**config.mk**
```make
export PLATFORM = sky130hd
export DESIGN_NAME = hb_host_port
export DESIGN_NICKNAME = d
export VERILOG_FILES = /design/src/rtl/hb_pkg.sv /design/src/rtl/hb_fifo_if.sv /design/src/rtl/hb_fifo.sv /design/src/rtl/hb_host_port.sv
export SDC_FILE = /design/constraint.sdc
export NUM_CORES = 1
export LEC_CHECK = 0
export ABC_CLOCK_PERIOD_IN_PS = 3400
export BUFFER_PORTS_ARGS = -buffer_cell sky130_fd_sc_hd__buf_2
export CORE_MARGIN = 2
export CORE_UTILIZATION = 60
export CTS_CLUSTER_DIAMETER = 100
export DETAILED_ROUTE_END_ITERATION = 10
export MAX_ROUTING_LAYER = met4
export PLACE_DENSITY = 0.82
export SYNTH_ARGS = -nofsm -noshare
export SYNTH_HDL_FRONTEND = slang
export SYNTH_HIERARCHICAL = 1
export SYNTH_SLANG_ARGS = --single-unit
```
**constraint.sdc**
```tcl
create_clock -name ref_clk -period 3.4 [get_ports ref_clk]
set_input_delay 0.68 -clock ref_clk [delete_from_list [all_inputs] [get_ports ref_clk]]
set_output_delay 0.68 -clock ref_clk [all_outputs]
set_load 0.02 [all_outputs]
```
**src/rtl/hb_pkg.sv**
```systemverilog
// constants, state types and rule overview for the host bus port
// Overview of operation
// RL1 - read acknowledge waits for select and read low, after synchronizing
// RL2 - write acknowledge waits for select and write low, after synchronizing
// RL3 - host inserts wait states until the acknowledge goes low
// RL4 - a running DMA ownership finishes before any register access is acknowledged
// RL5 - select may lead or trail the strobe; delay counts from the later
// RL6 - register select is decoded only when the acknowledge is asserted
// RL7 - select lines latch on address strobe fall, pass through while high
// RL8 - grant missed before first bus state slips the DMA four bus clocks
// RL9 - remote DMA does one transfer per ownership, local DMA bursts
// RL10 - 32-bit mode adds primed states only before the first burst transfer
// RL11 - byte mode keeps upper address driven through a burst, floats after
// RL12 - bus clock period 50 to 125 ns, faster than network side; ref_clk here runs at 25 ns
// RL13 - on dropping bus request, address and strobe outputs float
package hb_pkg;
    localparam int HB_RS_W = 4;
    localparam int HB_ADDR_W = 16;
    localparam int HB_DATA_W = 16;
    localparam int HB_FIFO_DEPTH = 16;
    localparam int HB_CLK_PERIOD_NS = 25;
    localparam int HB_BUS_PERIOD_MIN_NS = 50;
    localparam int HB_BUS_PERIOD_MAX_NS = 125;
    localparam logic [2:0] HB_SLIP_CYCLES = 3'h4;
    localparam logic [2:0] HB_PRIME_CYCLES = 3'h4;
    localparam logic [HB_RS_W-1:0] HB_RS_RST = 4'h0;
    localparam logic [HB_DATA_W-1:0] HB_DATA_RST = 16'h0000;

    typedef enum logic [1:0] {
        HB_S_IDLE, HB_S_SYNC, HB_S_DMA_WAIT, HB_S_ACK
    } hb_slave_state_t;

    typedef enum logic [3:0] {
        HB_D_IDLE, HB_D_REQ, HB_D_SLIP, HB_D_PRIME,
        HB_D_T1, HB_D_T2, HB_D_T3, HB_D_T4, HB_D_RELEASE
    } hb_dma_state_t;
endpackage

```
**src/rtl/hb_fifo_if.sv**
```systemverilog
// handshake bundle between the transfer engine and its data FIFO
`timescale 1ns/1ps
interface hb_fifo_if #(parameter int WIDTH = 16);
    logic in_valid;
    logic in_ready;
    logic [WIDTH-1:0] in_data;
    logic out_valid;
    logic out_ready;
    logic [WIDTH-1:0] out_data;
    modport fifo (input in_valid, input in_data, input out_ready,
                  output in_ready, output out_valid, output out_data);
    modport user (output in_valid, output in_data, output out_ready,
                  input in_ready, input out_valid, input out_data);
endinterface

```
**src/rtl/hb_fifo.sv**
```systemverilog
// flop-based FIFO holding network data until the DMA engine writes it out
`timescale 1ns/1ps
module hb_fifo #(
    parameter int WIDTH = 16,
    parameter int DEPTH = 16
) (
    input wire logic clk,
    input wire logic rst_n,
    input wire logic ce,
    hb_fifo_if.fifo port
);
    localparam int AW = $clog2(DEPTH);
    logic [WIDTH-1:0] mem [DEPTH];
    logic [AW-1:0] wr_ptr;
    logic [AW-1:0] rd_ptr;
    logic [AW:0] count;
    wire push = port.in_valid && port.in_ready && ce;
    wire pop = port.out_valid && port.out_ready && ce;

    // honest full and empty straight from the occupancy count
    assign port.in_ready = (count != DEPTH[AW:0]);
    assign port.out_valid = (count != '0);
    assign port.out_data = mem[rd_ptr];

    // storage has no reset; only pointers and count carry control state
    always_ff @(posedge clk) begin
        if (push) begin
            mem[wr_ptr] <= port.in_data;
        end
    end

    // pointers wrap naturally since depth is a power of two
    always_ff @(posedge clk or negedge rst_n) begin
        if (!rst_n) begin
            wr_ptr <= '0;
            rd_ptr <= '0;
            count <= '0;
        end else begin
            wr_ptr <= wr_ptr + AW'(push);
            rd_ptr <= rd_ptr + AW'(pop);
            count <= count + (AW+1)'(push) - (AW+1)'(pop);
        end
    end
endmodule

```
**src/rtl/hb_host_port.sv**
```systemverilog
// host bus slave handshake and DMA bus master of the network controller
`timescale 1ns/1ps
module hb_host_port
    import hb_pkg::*;
(
    input wire logic ref_clk,
    input wire logic nrst,
    input wire logic clk_en,
    input wire logic chip_select_n,
    input wire logic slave_read_strobe_n,
    input wire logic slave_write_strobe_n,
    input wire logic address_strobe_in,
    input wire logic [HB_RS_W-1:0] register_select,
    output logic access_ack_n,
    output logic [HB_RS_W-1:0] latched_register_select,
    output logic [HB_RS_W-1:0] decoded_register,
    output logic reg_read_pulse,
    output logic reg_write_pulse,
    input wire logic net_valid,
    input wire logic [HB_DATA_W-1:0] net_data,
    output logic net_ready,
    input wire logic dma_local_req,
    input wire logic dma_remote_req,
    input wire logic mode_32bit,
    input wire logic byte_mode,
    input wire logic [HB_ADDR_W-1:0] dma_start_addr,
    output logic dma_done,
    input wire logic bus_grant,
    output logic bus_request_out,
    output logic addr_strobe_out_n,
    output logic mem_write_strobe_n,
    output logic ctrl_oe_n,
    output logic [HB_ADDR_W-1:0] dma_address,
    output logic lower_address_oe_n,
    output logic upper_address_lines_oe_n,
    output logic [HB_DATA_W-1:0] bus_data_out,
    output logic bus_data_oe_n
);
    ////////////////////////////////////////////////////////////////////////
    // reset release and pin synchronisers
    logic [1:0] rst_pipe;
    logic rst_n;
    logic [HB_RS_W+4:0] pin_s1;
    logic [HB_RS_W+4:0] pin_s2;
    wire [HB_RS_W+4:0] pin_raw = {register_select, address_strobe_in,
        bus_grant, slave_write_strobe_n, slave_read_strobe_n, chip_select_n};
    assign rst_n = rst_pipe[1];

    // reset asserts at once, releases two edges later
    always_ff @(posedge ref_clk or negedge nrst) begin
        if (!nrst) begin
            rst_pipe <= 2'h0;
        end else if (clk_en) begin
            rst_pipe <= {rst_pipe[0], 1'b1};
        end
    end

    // idle pin levels on reset keep a false access from showing up
    always_ff @(posedge ref_clk or negedge rst_n) begin
        if (!rst_n) begin
            pin_s1 <= 9'h017;
            pin_s2 <= 9'h017;
        end else if (clk_en) begin
            pin_s1 <= pin_raw;
            pin_s2 <= pin_s1;
        end
    end

    wire cs_s = !pin_s2[0];
    wire rd_s = !pin_s2[1];
    wire wr_s = !pin_s2[2];
    wire grant_s = pin_s2[3];
    wire ads_s = pin_s2[4];
    wire [HB_RS_W-1:0] rs_s = pin_s2[HB_RS_W+4:5];

    ////////////////////////////////////////////////////////////////////////
    // register select latch: follows while strobe high, holds after fall
    always_ff @(posedge ref_clk or negedge rst_n) begin
        if (!rst_n) begin
            latched_register_select <= HB_RS_RST;
        end else if (clk_en && ads_s) begin
            latched_register_select <= rs_s; // see RL7
        end
    end

    ////////////////////////////////////////////////////////////////////////
    // slave access handshake
    hb_slave_state_t s_state;
    hb_slave_state_t next_s_state;
    hb_dma_state_t d_state;
    hb_dma_state_t next_d_state;
    logic dma_owned;
    // select and strobe may arrive in any order; the later one starts it
    wire access = cs_s && (rd_s || wr_s); // see RL5
    wire enter_ack = (next_s_state == HB_S_ACK) && (s_state != HB_S_ACK);
    // a bus cycle about to start counts as owned, so an ack never starts together with T1
    wire bus_busy = dma_owned ||
        (next_d_state inside {HB_D_PRIME, HB_D_T1}); // see RL4

    // one settling cycle, then wait for any ownership to end
    always_comb begin
        next_s_state = s_state;
        unique case (s_state)
            HB_S_IDLE: if (access) next_s_state = HB_S_SYNC;
            HB_S_SYNC: begin
                if (!access) begin
                    next_s_state = HB_S_IDLE;
                end else if (bus_busy) begin
                    next_s_state = HB_S_DMA_WAIT; // see RL4
                end else begin
                    next_s_state = HB_S_ACK; // see RL1 see RL2
                end
            end
            HB_S_DMA_WAIT: begin
                if (!access) begin
                    next_s_state = HB_S_IDLE;
                end else if (!bus_busy) begin
                    next_s_state = HB_S_ACK; // see RL4
                end
            end
            HB_S_ACK: if (!access) next_s_state = HB_S_IDLE; // see RL5
        endcase
    end

    // acknowledge and decode are taken together, never earlier
    always_ff @(posedge ref_clk or negedge rst_n) begin
        if (!rst_n) begin
            s_state <= HB_S_IDLE;
            access_ack_n <= 1'b1;
            decoded_register <= HB_RS_RST;
            reg_read_pulse <= 1'b0;
            reg_write_pulse <= 1'b0;
        end else if (clk_en) begin
            s_state <= next_s_state;
            access_ack_n <= (next_s_state != HB_S_ACK);
            reg_read_pulse <= enter_ack && rd_s;
            reg_write_pulse <= enter_ack && wr_s && !rd_s;
            if (enter_ack) begin
                decoded_register <= latched_register_select; // see RL6
            end
        end
    end

    ////////////////////////////////////////////////////////////////////////
    // DMA bus master
    hb_fifo_if #(.WIDTH(HB_DATA_W)) fq ();
    hb_fifo #(.WIDTH(HB_DATA_W), .DEPTH(HB_FIFO_DEPTH)) u_fifo (
        .clk(ref_clk),
        .rst_n(rst_n),
        .ce(clk_en),
        .port(fq.fifo)
    );
    assign fq.in_valid = net_valid;
    assign fq.in_data = net_data;
    assign net_ready = fq.in_ready;
    // the word leaves the FIFO in T3, after T1 has copied it out
    assign fq.out_ready = (d_state == HB_D_T3);

    logic [2:0] wait_cnt;
    logic first_xfer;
    logic is_remote;
    wire start = fq.out_valid && (dma_local_req || dma_remote_req);
    // only local bursts continue while data and demand remain
    wire more = !is_remote && dma_local_req && fq.out_valid; // see RL9
    assign dma_owned = !(d_state inside {HB_D_IDLE, HB_D_REQ, HB_D_SLIP});

    always_comb begin
        next_d_state = d_state;
        unique case (d_state)
            HB_D_IDLE: if (start) next_d_state = HB_D_REQ;
            HB_D_REQ: begin
                if (!grant_s) begin
                    next_d_state = HB_D_SLIP; // see RL8
                end else if (mode_32bit && first_xfer) begin
                    next_d_state = HB_D_PRIME; // see RL10
                end else begin
                    next_d_state = HB_D_T1;
                end
            end
            HB_D_SLIP: if (wait_cnt == 3'h0) next_d_state = HB_D_REQ;
            HB_D_PRIME: if (wait_cnt == 3'h0) next_d_state = HB_D_T1;
            HB_D_T1: next_d_state = HB_D_T2;
            HB_D_T2: next_d_state = HB_D_T3;
            HB_D_T3: next_d_state = HB_D_T4;
            HB_D_T4: next_d_state = more ? HB_D_T1 : HB_D_RELEASE; // see RL9
            HB_D_RELEASE: next_d_state = HB_D_IDLE;
            default: next_d_state = HB_D_IDLE;
        endcase
    end

    // slip and prime share one down counter; they never overlap
    wire load_wait = (next_d_state inside {HB_D_SLIP, HB_D_PRIME}) &&
        (d_state == HB_D_REQ);
    wire [2:0] load_val = (next_d_state == HB_D_SLIP) ?
        HB_SLIP_CYCLES - 3'h1 : HB_PRIME_CYCLES - 3'h1;
    wire in_xfer = next_d_state inside {HB_D_T1, HB_D_T2, HB_D_T3};
    wire owning = next_d_state inside {HB_D_PRIME, HB_D_T1, HB_D_T2,
        HB_D_T3, HB_D_T4};

    always_ff @(posedge ref_clk or negedge rst_n) begin
        if (!rst_n) begin
            d_state <= HB_D_IDLE;
            wait_cnt <= 3'h0;
            first_xfer <= 1'b0;
            is_remote <= 1'b0;
        end else if (clk_en) begin
            d_state <= next_d_state;
            wait_cnt <= load_wait ? load_val : wait_cnt - 3'(wait_cnt != 0);
            if (d_state == HB_D_IDLE && start) begin
                first_xfer <= 1'b1;
                is_remote <= !dma_local_req;
            end else if (d_state == HB_D_T1) begin
                first_xfer <= 1'b0; // see RL10
            end
        end
    end

    // pin outputs; everything floats once the request drops
    always_ff @(posedge ref_clk or negedge rst_n) begin
        if (!rst_n) begin
            bus_request_out <= 1'b0;
            ctrl_oe_n <= 1'b1;
            lower_address_oe_n <= 1'b1;
            upper_address_lines_oe_n <= 1'b1;
            bus_data_oe_n <= 1'b1;
            addr_strobe_out_n <= 1'b1;
            mem_write_strobe_n <= 1'b1;
            dma_done <= 1'b0;
        end else if (clk_en) begin
            bus_request_out <= !(next_d_state inside {HB_D_IDLE,
                HB_D_RELEASE});
            ctrl_oe_n <= !owning; // see RL13
            lower_address_oe_n <= !in_xfer; // see RL13
            // byte mode holds the upper byte across the whole burst
            upper_address_lines_oe_n <= byte_mode ? !owning : !in_xfer; // see RL11
            bus_data_oe_n <= !in_xfer;
            addr_strobe_out_n <= (next_d_state != HB_D_T1);
            mem_write_strobe_n <= !(next_d_state inside {HB_D_T2, HB_D_T3});
            dma_done <= (next_d_state == HB_D_RELEASE);
        end
    end

    // address counts up per transfer; data copied at the first bus state
    always_ff @(posedge ref_clk or negedge rst_n) begin
        if (!rst_n) begin
            dma_address <= '0;
            bus_data_out <= HB_DATA_RST;
        end else if (clk_en) begin
            if (d_state == HB_D_IDLE && start) begin
                dma_address <= dma_start_addr;
            end else if (d_state == HB_D_T4) begin
                dma_address <= dma_address + 16'h0001;
            end
            if (next_d_state == HB_D_T1) begin
                bus_data_out <= fq.out_data;
            end
        end
    end
endmodule

```
==> flow_metrics.py <==
metrics = {
    "run_status": {
        "status": "finished, final reports clean",
    },
    "routing": {
        "avgViaCountPerCell": 6.19,
        "remaining_drc_errors": 0,
        "firstDrtPassIters": 5,
        "first_iter_violations": 775,
        "post_drt_wl_per_cell_um": 23.8,
        "routed_wl_mm": 30.6,
        "vias": 7967,
        "antenna_left": 0,
    },
    "sta": {
        "fmax_ghz": 0.323,
        "maxSlewViolCount": 0,
        "rsz0062_at_grt": "no",
        "setup_violations": 0,
        "finalSetupTns_ns": 0,
        "relSlewSlack": 0.163,
        "tightest_slew_ns": 1.25,
        "period_minus_slack_ns": 3.10,
        "finalHoldViolations": 0,
        "min_period_over_period": 0.912,
        "skew_ns": 0.0131,
    },
    "worst_setup_path": {
        "crit_fanout": 3,
        "regToRegEndpoint": "u_fifo/count[4]",
        "crit_path_end_kind": "register",
        "worstPathRequired_ns": 3.79,
        "critPathLaunchType": "register",
        "ff2ff_setup_slack_ns": 0.30,
        "reg2reg_from": "u_fifo/count[3]",
        "r2r_cells": 11,
        "cp.arrival_ns": 3.49,
        "worstSetupPathType": "register to register",
    },
    "placed_design": {
        "io_buffers": 100,
        "place_congestion": 0.880,
        "post-dp-hpwl_mm": 18.5,
    },
    "yosys": {
        "synth_cells": 813,
        "synth_cell_types": 67,
        "ys_ff_latch": 350,
        "synth_nets": 876,
        "ys_async_sr_fraction": 0.269,
        "synth_area_um2": 14200,
        "yosysSeqAreaShare": 0.708,
        "synth_edf_count": 256,
        "synth.avg_cell_area_um2": 17.5,
        "synthFlopType": "edfxtp_1",
        "yosys_warnings": 6,
    },
    "min_path": {
        "hold_class": "register to asynchronous set/reset pin",
    },
    "clock_network": {
        "cts_sinks": 350,
        "cts_buffers": 36,
        "cts_setup_buffers": 0,
        "htreeDepth": 2,
        "clockBufferDepth": 3,
        "cts_tree": "yes",
        "cts-root-buf": "clkbuf_16",
        "clk_pin_slew_worst_paths_ns": 0.05,
        "clkLatencyLatePin_ns": 0.52,
    },
    "finish": {
        "num_antenna_cells": 0,
        "seq_area_um2": 10100,
        "fillCellCount": 1447,
        "drive_above_1_share": 0.335,
        "final_nets": 1008,
        "area_growth_pct": 15.2,
        "layout_commonest_cell": "edfxtp_1",
        "multi_input_area_um2": 3980,
        "layout_common_cells": "edfxtp_1 (256), buf_2 (100), dfrtp_1 (77), mux4_2 (53), nand2_1 (51)",
    },
    "power_and_ir_drop": {
        "peakVddDrop_uv": 473,
        "p_total_mw": 13.4,
        "power.density_nw_per_um2": 816,
        "power_leakage_nw": 5.83,
    },
    "floorplanning": {
        "start_util": 0.609,
        "rows": 56,
        "core_area_um2": 23300,
        "die_y_um": 158,
        "ios": 101,
        "dieWidth_um": 158,
        "die_area_um2": 24900,
    },
    "global_routing": {
        "grt_pass1_vias": 8147,
        "grt_pass1_wl_mm": 46.6,
        "antenna_found_initial": 0,
        "grt_max_degree": 54,
        "grt-ovfl-total": 0,
        "globalRouteTotalUtil": 0.261,
    },
    "job": {
        "cap_violations": 0,
    },
}
==> critical path, cell delays in order, from the launching register on <==
cell	delay (ns)
dfrtp_1	0.40
inv_1	0.10
ha_1	0.18
or4b_2	0.66
and3_1	0.25
ha_1	0.28
inv_1	0.04
ha_1	0.22
fa_1	0.42
a21oi_1	0.19
o21bai_1	0.10
xnor2_1	0.14
==> final cells by class <==
class,instances,area share
flip-flops and latches,350,0.615
multi-input cells,404,0.243
clock buffers,47,0.0575
repair buffers,138,0.0504
well taps,319,0.0244
clock inverters,15,0.00665
inverters,15,0.00344
==> power by group <==
group          switching [mW]  total [mW]  internal, mW  leakage, nW
sequential              0.648        5.89          5.24         3.33
clock                    1.53        3.56          2.03        0.505
combinational            2.18        3.91          1.74         1.99
==> worst max-delay path by stage <==
| stage | end | depth (start not counted) | slack [ns] | startpoint |
|---|---|---|---|---|
| 5_1_grt | bus_data_out[5] | 8 | 0.12 | u_fifo/count[3] |
| 4_1_cts | bus_data_out[5] | 8 | 0.08 | u_fifo/count[3] |
| 3_5_place_dp | bus_data_out[2] | 8 | 0.14 | u_fifo/count[3] |
| 2_1_floorplan | u_fifo/mem[0][0] | 5 | 0.1 | u_fifo/count[2] |
| 6_report | u_fifo/count[4] | 11 | 0.30 | u_fifo/count[3] |
| 3_3_place_gp | bus_data_out[6] | 8 | 0.28 | u_fifo/count[3] |
==> routing by layer <==
metal | track usage | wire [µm] | vias to the layer above
li1 | - | - | 3504
met1 | 0.323 | 12000 | 4048
met2 | 0.435 | 15500 | 346
met3 | 0.0498 | 2170 | 69
met4 | 0.0926 | 871 | 0
met5 | - | 0 | -
==> logic make-up (layout without fill, tap and decap cells) <==
| kind of cell | Yosys count | in the layout | share of synthesized area |
|---|---|---|---|
| xor gates and xnor gates | 11 | 11 | 0.00678 |
| buffers and inverters | 59 | 215 | 0.0195 |
| muxes | 107 | 107 | 0.139 |
| DFF | 350 | 350 | 0.708 |
| and+or+nand+nor | 150 | 150 | 0.0545 |
| adders and majority gates | 14 | 14 | 0.0129 |
| AOI/OAI and AO/OA | 122 | 122 | 0.0594 |
==> state kept, by name (all words and copies together) (netlist names), 2 cells and up <==
register and flops:
u_fifo/wr_ptr 4, dma_address 16, decoded_register 4, latched_register_select 4, pin_s2 9, wait_cnt 3, d_state 4, u_fifo/rd_ptr 4
s_state 2, bus_data_out 16, u_fifo/count 5, rst_pipe 2, u_fifo/mem 256, pin_s1 9
==> Yosys cell counts (all sizes together) (3+ instances only) <==
library cell	n	area [µm²]
o22ai	5	31.3
and3	3	18.8
a31oi	5	37.5
nor3	13	75.1
edfxtp	256	7690
mux4	64	1480
nand3	13	65.1
xor2	6	52.6
and2	4	25.0
inv	14	52.6
xnor2	5	43.8
dfstp	14	368
clkbuf	27	101
nor4	7	43.8
buf	17	119
o2bb2ai	4	35.0
nor2	24	90.1
o31ai	3	22.5
a21oi	29	145
mux2	42	488
dfrtp	80	2000
a22oi	33	248
nand4	6	43.8
ha	13	163
or2	4	25.0
nand2	52	203
o21ai	23	115
nand2b	7	43.8
nor2b	3	18.8
==> what timing repair did <==
action / 4_1_cts / 5_1_grt
hold endpoints to repair: 2 / 0
resized for setup: 0 / 1
hold buffers: 1 / 0
endpoints found under the setup margin: 0 / 16
==> metrics by stage <==
stage	worst slack, ns	std cells	hold WS (ns)	util	instance area [µm²]
after floorplan	0.0951	813	0.384	-	14200
after global placement	0.280	1225	0.394	0.656	15300
after detailed placement	0.144	1225	0.407	0.656	15300
after CTS	0.0754	1288	0.383	0.702	16400
after global routing	0.118	1288	0.401	0.702	16400
final	0.300	1288	0.381	0.702	16400
(Power assumes the default switching activity.)
